File: src/hw/i2c_st_defines.svh
// Register offsets, field positions, status codes and reset values of the two-wire slave transmitter.
// Assumes byte addressing on Avalon-MM with one 32-bit word per register.
`ifndef I2C_ST_DEFINES_SVH
`define I2C_ST_DEFINES_SVH

`define REG_CONTROL     3'h0
`define REG_STATUS      3'h1
`define REG_DATA        3'h2
`define REG_OWN_ADDR    3'h3
`define REG_IRQ_STATUS  3'h4
`define REG_IRQ_MASK    3'h5

`define CTRL_FLAG_BIT   7
`define CTRL_ACK_BIT    6
`define CTRL_START_BIT  5
`define CTRL_STOP_BIT   4
`define CTRL_EN_BIT     2

`define IRQ_DONE_BIT    0
`define IRQ_ERROR_BIT   1
`define IRQ_START_BIT   2

`define CODE_OWN_READ   8'hA8
`define CODE_ARB_READ   8'hB0
`define CODE_DATA_ACK   8'hB8
`define CODE_DATA_NACK  8'hC0
`define CODE_LAST_ACK   8'hC8
`define CODE_NO_INFO    8'hF8
`define CODE_BUS_ERROR  8'h00

`define OWN_ADDR_RESET  8'h00
`define PRESCALE_RESET  2'h0
`define BITS_PER_BYTE   4'h8

`endif

File: src/hw/i2c_st_pkg.sv
// Types shared by the two-wire slave transmitter.
// Assumes the constants header is included by the design file that uses these types.
package i2c_st_pkg;

    typedef struct packed {
        logic job_done_flag;
        logic ack_enable;
        logic start_request;
        logic stop_request;
        logic enable;
    } ctrl_s;

    typedef enum logic [2:0] {
        ST_IDLE,
        ST_ADDR,
        ST_ADDR_ACK,
        ST_WAIT,
        ST_TX,
        ST_TX_ACK,
        ST_ERROR
    } state_e;

endpackage : i2c_st_pkg

File: src/hw/i2c_slave_tx_status.sv
// Two-wire slave transmitter with status codes, bus-error recovery and START request.
// Assumes an Avalon-MM master on clock and an open-drain bus resolved outside from the enables.
`timescale 1ns/1ps
`include "i2c_st_defines.svh"

module i2c_slave_tx_status (
    input  wire logic        clock,
    input  wire logic        rst_n,
    input  wire logic [4:0]  address,
    input  wire logic        read,
    input  wire logic        write,
    input  wire logic [31:0] writedata,
    output logic      [31:0] readdata,
    output logic             waitrequest,
    output logic             irq,
    input  wire logic        scl_in,
    output logic             scl_out,
    output logic             scl_oe,
    input  wire logic        sda_in,
    output logic             sda_out,
    output logic             sda_oe
);

    i2c_st_pkg::ctrl_s  ctrl;
    i2c_st_pkg::state_e state;
    logic [7:0] data_reg;
    logic [7:0] tx_shift;
    logic [7:0] rx_shift;
    logic [7:0] own_addr;
    logic [1:0] prescaler;
    logic [7:0] code;
    logic [3:0] bit_cnt;
    logic       last_byte;
    logic       master_acked;
    logic       raise;
    logic       error_event;
    logic       bus_busy;
    logic       start_drive;
    logic       arb_lost;
    logic [2:0] irq_status;
    logic [2:0] irq_mask;
    logic       ack_q;
    logic       scl_meta;
    logic       scl_s;
    logic       scl_q;
    logic       sda_meta;
    logic       sda_s;
    logic       sda_q;
    logic       scl_rise;
    logic       scl_fall;
    logic       start_seen;
    logic       stop_seen;
    logic       wr_go;
    logic       rd_go;
    logic       ctrl_wr;
    logic       resume;
    logic       recover;
    logic [7:0] status_view;

    assign scl_out = 1'b0;
    assign sda_out = 1'b0;

    // Two flip-flops on each line, then a third stage for edge finding.
    always_ff @(posedge clock)
    begin
        if (!rst_n)
        begin
            scl_meta <= 1'b1;
            scl_s    <= 1'b1;
            scl_q    <= 1'b1;
            sda_meta <= 1'b1;
            sda_s    <= 1'b1;
            sda_q    <= 1'b1;
        end
        else
        begin
            scl_meta <= scl_in;
            scl_s    <= scl_meta;
            scl_q    <= scl_s;
            sda_meta <= sda_in;
            sda_s    <= sda_meta;
            sda_q    <= sda_s;
        end
    end

    assign scl_rise   = scl_s & ~scl_q;
    assign scl_fall   = ~scl_s & scl_q;
    assign start_seen = scl_s & scl_q & sda_q & ~sda_s;
    assign stop_seen  = scl_s & scl_q & ~sda_q & sda_s;

    // Every access waits one cycle; the answer edge is the one where waitrequest is low.
    assign waitrequest = (read | write) & ~ack_q;
    assign wr_go       = write & ack_q;
    assign rd_go       = read & ack_q;
    assign ctrl_wr     = wr_go && address[4:2] == `REG_CONTROL;
    assign resume      = ctrl_wr & writedata[`CTRL_FLAG_BIT] & ctrl.job_done_flag;
    assign recover     = resume & writedata[`CTRL_STOP_BIT];
    assign status_view = ctrl.job_done_flag ? code : `CODE_NO_INFO;
    assign irq         = |(irq_status & irq_mask);

    always_ff @(posedge clock)
    begin
        if (!rst_n)
            ack_q <= 1'b0;
        else
            ack_q <= (read | write) & ~ack_q;
    end

    always_ff @(posedge clock)
    begin
        if (!rst_n)
            readdata <= 32'h0000_0000;
        else if ((read | write) & ~ack_q)
        begin
            unique case (address[4:2])
                `REG_CONTROL:    readdata <= {24'h00_0000, ctrl.job_done_flag, ctrl.ack_enable,
                                              ctrl.start_request, ctrl.stop_request, 1'b0,
                                              ctrl.enable, 2'b00};
                `REG_STATUS:     readdata <= {24'h00_0000, status_view[7:3], 1'b0, prescaler};
                `REG_DATA:       readdata <= {24'h00_0000, data_reg};
                `REG_OWN_ADDR:   readdata <= {24'h00_0000, own_addr};
                `REG_IRQ_STATUS: readdata <= {29'h0000_0000, irq_status};
                `REG_IRQ_MASK:   readdata <= {29'h0000_0000, irq_mask};
                default:         readdata <= 32'h0000_0000;
            endcase
        end
    end

    // Control bits; a hardware set of the flag wins over a software clear in the same cycle.
    always_ff @(posedge clock)
    begin
        if (!rst_n)
            ctrl <= '0;
        else
        begin
            if (ctrl_wr)
            begin
                ctrl.ack_enable    <= writedata[`CTRL_ACK_BIT];
                ctrl.start_request <= writedata[`CTRL_START_BIT];
                ctrl.stop_request  <= writedata[`CTRL_STOP_BIT] & ~recover;
                ctrl.enable        <= writedata[`CTRL_EN_BIT];
            end
            if (raise)
                ctrl.job_done_flag <= 1'b1;
            else if (resume)
                ctrl.job_done_flag <= 1'b0;
        end
    end

    always_ff @(posedge clock)
    begin
        if (!rst_n)
        begin
            data_reg  <= 8'h00;
            own_addr  <= `OWN_ADDR_RESET;
            prescaler <= `PRESCALE_RESET;
            irq_mask  <= 3'h0;
        end
        else if (wr_go)
        begin
            if (address[4:2] == `REG_DATA && ctrl.job_done_flag)
                data_reg <= writedata[7:0];
            if (address[4:2] == `REG_OWN_ADDR)
                own_addr <= writedata[7:0];
            if (address[4:2] == `REG_STATUS)
                prescaler <= writedata[1:0];
            if (address[4:2] == `REG_IRQ_MASK)
                irq_mask <= writedata[2:0];
        end
    end

    // Sticky events, cleared by a read of the interrupt status word unless a new event arrives.
    always_ff @(posedge clock)
    begin
        if (!rst_n)
            irq_status <= 3'h0;
        else
        begin
            // Cleared at the edge where the read word is captured, so an event after that edge survives.
            for (int i = 0; i < 3; i++)
            begin
                if (read && !ack_q && address[4:2] == `REG_IRQ_STATUS)
                    irq_status[i] <= 1'b0;
            end
            if (raise)
                irq_status[`IRQ_DONE_BIT] <= 1'b1;
            if (error_event)
                irq_status[`IRQ_ERROR_BIT] <= 1'b1;
            if (start_drive && !sda_oe)
                irq_status[`IRQ_START_BIT] <= 1'b1;
        end
    end

    // Bus free tracking and START generation while not addressed.
    always_ff @(posedge clock)
    begin
        if (!rst_n)
        begin
            bus_busy    <= 1'b0;
            start_drive <= 1'b0;
            arb_lost    <= 1'b0;
        end
        else
        begin
            if (start_seen)
                bus_busy <= 1'b1;
            else if (stop_seen)
                bus_busy <= 1'b0;
            if (!ctrl.start_request || !ctrl.enable)
                start_drive <= 1'b0;
            else if (state == i2c_st_pkg::ST_IDLE && !bus_busy && !ctrl.job_done_flag && scl_s && sda_s)
                start_drive <= 1'b1;
            if (start_seen && ctrl.start_request && !start_drive)
                arb_lost <= 1'b1;
            else if (raise || !ctrl.start_request)
                arb_lost <= 1'b0;
        end
    end

    // Protocol engine: address match, byte shifting, acknowledge and status codes.
    always_ff @(posedge clock)
    begin
        if (!rst_n)
        begin
            state        <= i2c_st_pkg::ST_IDLE;
            code         <= `CODE_NO_INFO;
            bit_cnt      <= 4'h0;
            rx_shift     <= 8'h00;
            tx_shift     <= 8'h00;
            last_byte    <= 1'b0;
            master_acked <= 1'b0;
            raise        <= 1'b0;
            error_event  <= 1'b0;
            sda_oe       <= 1'b0;
            scl_oe       <= 1'b0;
        end
        else
        begin
            raise       <= 1'b0;
            error_event <= 1'b0;
            if (!ctrl.enable)
            begin
                state  <= i2c_st_pkg::ST_IDLE;
                sda_oe <= 1'b0;
                scl_oe <= 1'b0;
            end
            else if ((start_seen || stop_seen) && (state == i2c_st_pkg::ST_ADDR_ACK ||
                     state == i2c_st_pkg::ST_TX || state == i2c_st_pkg::ST_TX_ACK ||
                     (state == i2c_st_pkg::ST_ADDR && bit_cnt != 4'h0)))
            begin
                state       <= i2c_st_pkg::ST_ERROR;
                code        <= `CODE_BUS_ERROR;
                raise       <= 1'b1;
                error_event <= 1'b1;
                sda_oe      <= 1'b0;
                scl_oe      <= 1'b0;
            end
            else
            begin
                unique case (state)
                    i2c_st_pkg::ST_IDLE:
                    begin
                        sda_oe  <= start_drive;
                        bit_cnt <= 4'h0;
                        if (start_seen && !start_drive)
                            state <= i2c_st_pkg::ST_ADDR;
                    end
                    i2c_st_pkg::ST_ADDR:
                    begin
                        if (stop_seen)
                            state <= i2c_st_pkg::ST_IDLE;
                        else if (scl_rise)
                        begin
                            rx_shift <= {rx_shift[6:0], sda_s};
                            bit_cnt  <= bit_cnt + 4'h1;
                        end
                        else if (scl_fall && bit_cnt == `BITS_PER_BYTE)
                        begin
                            // Only an own read address is taken; ack_enable low hides the device.
                            if (rx_shift[7:1] == own_addr[7:1] && rx_shift[0] && ctrl.ack_enable)
                            begin
                                state  <= i2c_st_pkg::ST_ADDR_ACK;
                                sda_oe <= 1'b1;
                            end
                            else
                                state <= i2c_st_pkg::ST_IDLE;
                        end
                    end
                    i2c_st_pkg::ST_ADDR_ACK:
                    begin
                        if (scl_fall)
                        begin
                            sda_oe <= 1'b0;
                            scl_oe <= 1'b1;
                            code   <= arb_lost ? `CODE_ARB_READ : `CODE_OWN_READ;
                            raise  <= 1'b1;
                            state  <= i2c_st_pkg::ST_WAIT;
                        end
                    end
                    i2c_st_pkg::ST_WAIT:
                    begin
                        if (resume)
                        begin
                            scl_oe <= 1'b0;
                            if (recover || code == `CODE_DATA_NACK || code == `CODE_LAST_ACK)
                                state <= i2c_st_pkg::ST_IDLE;
                            else
                            begin
                                tx_shift  <= {data_reg[6:0], 1'b0};
                                sda_oe    <= ~data_reg[7];
                                last_byte <= ~writedata[`CTRL_ACK_BIT];
                                bit_cnt   <= 4'h1;
                                state     <= i2c_st_pkg::ST_TX;
                            end
                        end
                    end
                    i2c_st_pkg::ST_TX:
                    begin
                        if (scl_fall)
                        begin
                            if (bit_cnt == `BITS_PER_BYTE)
                            begin
                                sda_oe <= 1'b0;
                                state  <= i2c_st_pkg::ST_TX_ACK;
                            end
                            else
                            begin
                                sda_oe   <= ~tx_shift[7];
                                tx_shift <= {tx_shift[6:0], 1'b0};
                                bit_cnt  <= bit_cnt + 4'h1;
                            end
                        end
                    end
                    i2c_st_pkg::ST_TX_ACK:
                    begin
                        if (scl_rise)
                            master_acked <= ~sda_s;
                        else if (scl_fall)
                        begin
                            if (!master_acked)
                                code <= `CODE_DATA_NACK;
                            else if (last_byte)
                                code <= `CODE_LAST_ACK;
                            else
                                code <= `CODE_DATA_ACK;
                            raise  <= 1'b1;
                            scl_oe <= 1'b1;
                            state  <= i2c_st_pkg::ST_WAIT;
                        end
                    end
                    i2c_st_pkg::ST_ERROR:
                    begin
                        sda_oe <= 1'b0;
                        scl_oe <= 1'b0;
                        if (recover)
                            state <= i2c_st_pkg::ST_IDLE;
                    end
                endcase
            end
        end
    end

    no_info_a: assert property (@(posedge clock) disable iff (!rst_n)
        rd_go && address[4:2] == `REG_STATUS && !$past(ctrl.job_done_flag)
        |-> {readdata[7:3], 3'h0} == `CODE_NO_INFO)
        else $error("status not 0xF8 while flag clear");

    own_read_a: assert property (@(posedge clock) disable iff (!rst_n)
        state == i2c_st_pkg::ST_ADDR_ACK && scl_fall && !arb_lost && !start_seen && !stop_seen && ctrl.enable
        |=> ##1 ctrl.job_done_flag && status_view == `CODE_OWN_READ)
        else $error("own read not reported as 0xA8");

    data_code_a: assert property (@(posedge clock) disable iff (!rst_n)
        state == i2c_st_pkg::ST_TX_ACK && scl_fall && master_acked && !last_byte && ctrl.enable
        && !start_seen && !stop_seen |=> code == `CODE_DATA_ACK && state == i2c_st_pkg::ST_WAIT)
        else $error("acked byte not reported as 0xB8");

    nack_code_a: assert property (@(posedge clock) disable iff (!rst_n)
        state == i2c_st_pkg::ST_TX_ACK && scl_fall && !master_acked && ctrl.enable
        && !start_seen && !stop_seen |=> code == `CODE_DATA_NACK)
        else $error("nacked byte not reported as 0xC0");

    last_ack_a: assert property (@(posedge clock) disable iff (!rst_n)
        state == i2c_st_pkg::ST_WAIT && code == `CODE_LAST_ACK && resume |=> state == i2c_st_pkg::ST_IDLE)
        else $error("0xC8 did not end the transfer");

    ack_gate_a: assert property (@(posedge clock) disable iff (!rst_n)
        $rose(state == i2c_st_pkg::ST_ADDR_ACK) |-> $past(ctrl.ack_enable) && sda_oe)
        else $error("address acknowledged with ack_enable low");

    bus_error_a: assert property (@(posedge clock) disable iff (!rst_n)
        (start_seen || stop_seen) && ctrl.enable && (state == i2c_st_pkg::ST_TX ||
        (state == i2c_st_pkg::ST_ADDR && bit_cnt != 4'h0))
        |=> state == i2c_st_pkg::ST_ERROR && code == `CODE_BUS_ERROR ##1 ctrl.job_done_flag)
        else $error("illegal START not reported as bus error");

    recover_a: assert property (@(posedge clock) disable iff (!rst_n)
        state == i2c_st_pkg::ST_ERROR && recover && ctrl.enable
        |=> state == i2c_st_pkg::ST_IDLE && !ctrl.stop_request && ctrl.ack_enable == $past(writedata[`CTRL_ACK_BIT]))
        else $error("recovery did not return to idle");

    release_a: assert property (@(posedge clock) disable iff (!rst_n)
        state == i2c_st_pkg::ST_ERROR |-> !scl_oe && !sda_oe)
        else $error("lines held during bus error");

    stretch_a: assert property (@(posedge clock) disable iff (!rst_n)
        state == i2c_st_pkg::ST_WAIT && ctrl.job_done_flag && !resume |=> scl_oe && ctrl.job_done_flag)
        else $error("SCL not stretched while flag set");

    ignore_a: assert property (@(posedge clock) disable iff (!rst_n)
        state == i2c_st_pkg::ST_IDLE && !start_drive ##1 state == i2c_st_pkg::ST_IDLE |-> !sda_oe)
        else $error("SDA driven while not addressed");

endmodule : i2c_slave_tx_status

File: config.mk
export PLATFORM = sky130hd
export DESIGN_NAME = i2c_slave_tx_status
export DESIGN_NICKNAME = d
export VERILOG_FILES = /design/src/hw/i2c_st_pkg.sv /design/src/hw/i2c_slave_tx_status.sv
export VERILOG_INCLUDE_DIRS = /design/src /design/src/hw
export SDC_FILE = /design/constraint.sdc
export NUM_CORES = 1
export LEC_CHECK = 0
export BUFFER_PORTS_ARGS = -buffer_cell sky130_fd_sc_hd__buf_2
export CELL_PAD_IN_SITES_DETAIL_PLACEMENT = 1
export CELL_PAD_IN_SITES_GLOBAL_PLACEMENT = 1
export CORE_ASPECT_RATIO = 0.75
export CORE_MARGIN = 3
export CORE_UTILIZATION = 44
export DETAILED_ROUTE_END_ITERATION = 10
export PLACE_DENSITY = 0.89
export SYNTH_ARGS = -nofsm -noshare
export SYNTH_HDL_FRONTEND = slang
export SYNTH_SLANG_ARGS = --single-unit
export TNS_END_PERCENT = 10
File: constraint.sdc
create_clock -name clock -period 5.4 [get_ports clock]
set_input_delay 1.08 -clock clock [delete_from_list [all_inputs] [get_ports clock]]
set_output_delay 1.08 -clock clock [all_outputs]
set_load 0.03 [all_outputs]
==> impl_metrics.ini <==
[run_status]
outcome = finished clean

[drt]
drc = 0
ant_nets = 0
firstDrtPassIters = 5
vias = 3512
drt_iter0_markers = 191
avgViaCountPerCell = 5.66
totalWireLength_um = 12000
wl_per_cell_um = 19.3

[clocking]
cts_sinks = 80
hold_buffers = 0
postCtsSetupRepairBufs = 0
clkTransAtPathRegs_ns = 0.06
cts-resized-gates = 0
cts.path.max_buffers = 2
htreeDepth = 3
numCtsBuffers = 9
cts_tree = built
insertion_delay_ns = 0.34
ctsRootBufferMaster = clkbuf_16

[yosys]
synth_top_cells_by_count = dfxtp_1 (80), nand2_1 (53), nor2_1 (50)
ys_ff_latch = 80
syn_inst = 477
synthFlopType = dfxtp_1
syn_area_per_cell_um2 = 8.70
ys_types = 69
synth_top_cell_area_share = 0.386
synth_most_common_cell = dfxtp_1
synth-seq-area-share = 0.386
async_flop_share = 0
synth.area.top_cells = dfxtp_1 (39%), mux2i_1 (7.2%), nand2_1 (4.8%)
synth_enable_flop_cells = 0
syn-cell-area_um2 = 4150
yosysWarnings = 0
yosys.area.top_type = dfxtp_1

[global_routing]
grt_first_pass_wirelength_um = 19300
grt.total_usage = 0.225
grt_pass1_vias = 3702
antenna_found_initial = 0
grt_max_degree = 47
grt_overflow = 0

[power]
ir_worst_vdd_uv = 169
seq_power_share = 0.480
p_clk_frac = 0.441
power.density_nw_per_um2 = 279
p_comb_frac = 0.079
p_leak_nw = 1.74
p_sw_frac = 0.261
p_switching_mw = 0.328
p_int_mw = 0.929

[floorplan]
die_w_um = 118
start_util = 0.455
die_y_um = 90.1
core_area_um2 = 9120
ios = 81
fp.dieArea_um2 = 10600
rows = 30

[placement]
gp_congestion = 0.925
hpwl_um = 8320
io_buffers = 28

[sta]
setup_viol = 0
max_freq_ghz = 0.318
layout_min_cycle_time_ns = 3.15
finalHoldViolCount = 0
fin_crit_sh = 0.583
relSlewSlack = 0.286
tightestPinTransition_ns = 1.07
fin_skew_ns = 0.00668
slew_viol_final = 0
tns_ns = 0
rsz0062_at_grt = false

[worst_setup_path]
critPathArrivalTime_ns = 2.07
r2r-end = tx_shift[3]
required_ns = 4.32
path_class = in2out
r2r-start = state[1]
worst-r2r-cell-count = 6
startpoint = write
cp-start-kind = input port
ff2ff_setup_slack_ns = 2.46
critPathCaptureType = primary output
cp_max_fo = 9

[min_path]
holdCritPathClass = reg2reg
whs_path_depth = 1
hold_path_end = sda_s
hp-start = sda_meta

[layout]
n_fill_cell = 1087
fin_nets = 534
area_growth_pct = 8.45
n_antenna_cell = 0
finalCoreUtilization = 0.493
drive_above_1_share = 0.130

[job]
cap_violations = 0
through the flow:
stage	hold WS, ns	std cells	total power, mW	cell area [um2]	setup WS (ns)
after global routing	0.430	621	1.30	4500	2.12
after global placement	0.392	606	0.710	4240	2.08
after detailed placement	0.393	606	0.714	4240	1.99
after CTS	0.413	621	1.26	4500	2.27
after floorplan	0.386	502	0.703	4240	2.50
final	0.410	621	1.26	4500	2.25
power by group through the flow:
stage | Clock (mW) | Combinational [mW] | Sequential [mW]
floorplan | 0 | 0.0829 | 0.620
global placement | 0 | 0.0940 | 0.616
detailed placement | 0 | 0.0973 | 0.616
CTS | 0.560 | 0.0987 | 0.603
global route | 0.587 | 0.106 | 0.604
finish | 0.554 | 0.0995 | 0.603
worst max-delay path, cell delays in order:
cell and delay, ns:
buf_2 0.13, nor2_1 0.05, or2_2 0.37, inv_1 0.20, buf_2 0.23
kinds of logic after synthesis:
| kind of cell | count (synthesis) | share of synthesized area |
|---|---|---|
| AOI/OAI and AO/OA | 94 | 0.163 |
| xor gates and xnor gates | 8 | 0.0169 |
| adders and majority gates | 2 | 0.00603 |
| buffers and inverters | 64 | 0.0848 |
| DFF | 80 | 0.386 |
| muxes | 37 | 0.102 |
| other | 1 | 0.000904 |
| and+or+nand+nor | 191 | 0.240 |
how the worst max path moves through the flow:
stage	to	slack [ns]
3_3_place_gp	tx_shift[6]	2.08
2_1_floorplan	waitrequest	2.50
5_1_grt	tx_shift[3]	2.12
3_5_place_dp	tx_shift[3]	1.99
6_report	waitrequest	2.25
4_1_cts	waitrequest	2.27
layout by cell type, fill, tap and decap left out, types with 4 or more instances in the layout:
| cell | count |
|---|---|
| clkbuf_16 | 9 |
| nor2_1 | 50 |
| mux4_2 | 4 |
| a22oi_1 | 5 |
| o21ai_0 | 22 |
| mux2i_1 | 30 |
| nand2b_1 | 14 |
| nand3_1 | 10 |
| inv_1 | 12 |
| buf_2 | 28 |
| xnor2_1 | 5 |
| nor3_1 | 5 |
| a311oi_1 | 4 |
| nand2_1 | 53 |
| a21oi_1 | 22 |
| a21boi_0 | 4 |
| nor2b_1 | 23 |
| conb_1 | 26 |
| and2_1 | 4 |
| dfxtp_1 | 80 |
| nor3b_1 | 4 |
final cells by class:
class | instances | area, um2 | area share
multi-input combinational | 358 | 2290 | 0.509
sequential | 80 | 1600 | 0.356
clock buffer | 9 | 225 | 0.0501
tap | 128 | 160 | 0.0356
timing repair buffer | 28 | 140 | 0.0312
inverter | 12 | 45.0 | 0.0100
clock inverter | 6 | 37.5 | 0.00834
metal layers:
| metal | routed length, um | vias to the layer above | global-route usage | part of all wire |
|---|---|---|---|---|
| met4 | 167 | 0 | 0.0722 | 0.014 |
| met5 | 0 | - | 0 | 0 |
| met2 | 5970 | 102 | 0.379 | 0.50 |
| met1 | 5280 | 1752 | 0.287 | 0.44 |
| met3 | 544 | 23 | 0.0509 | 0.045 |
| li1 | - | 1635 | - | - |
Note: power is estimated with default switching activity, not from simulation.
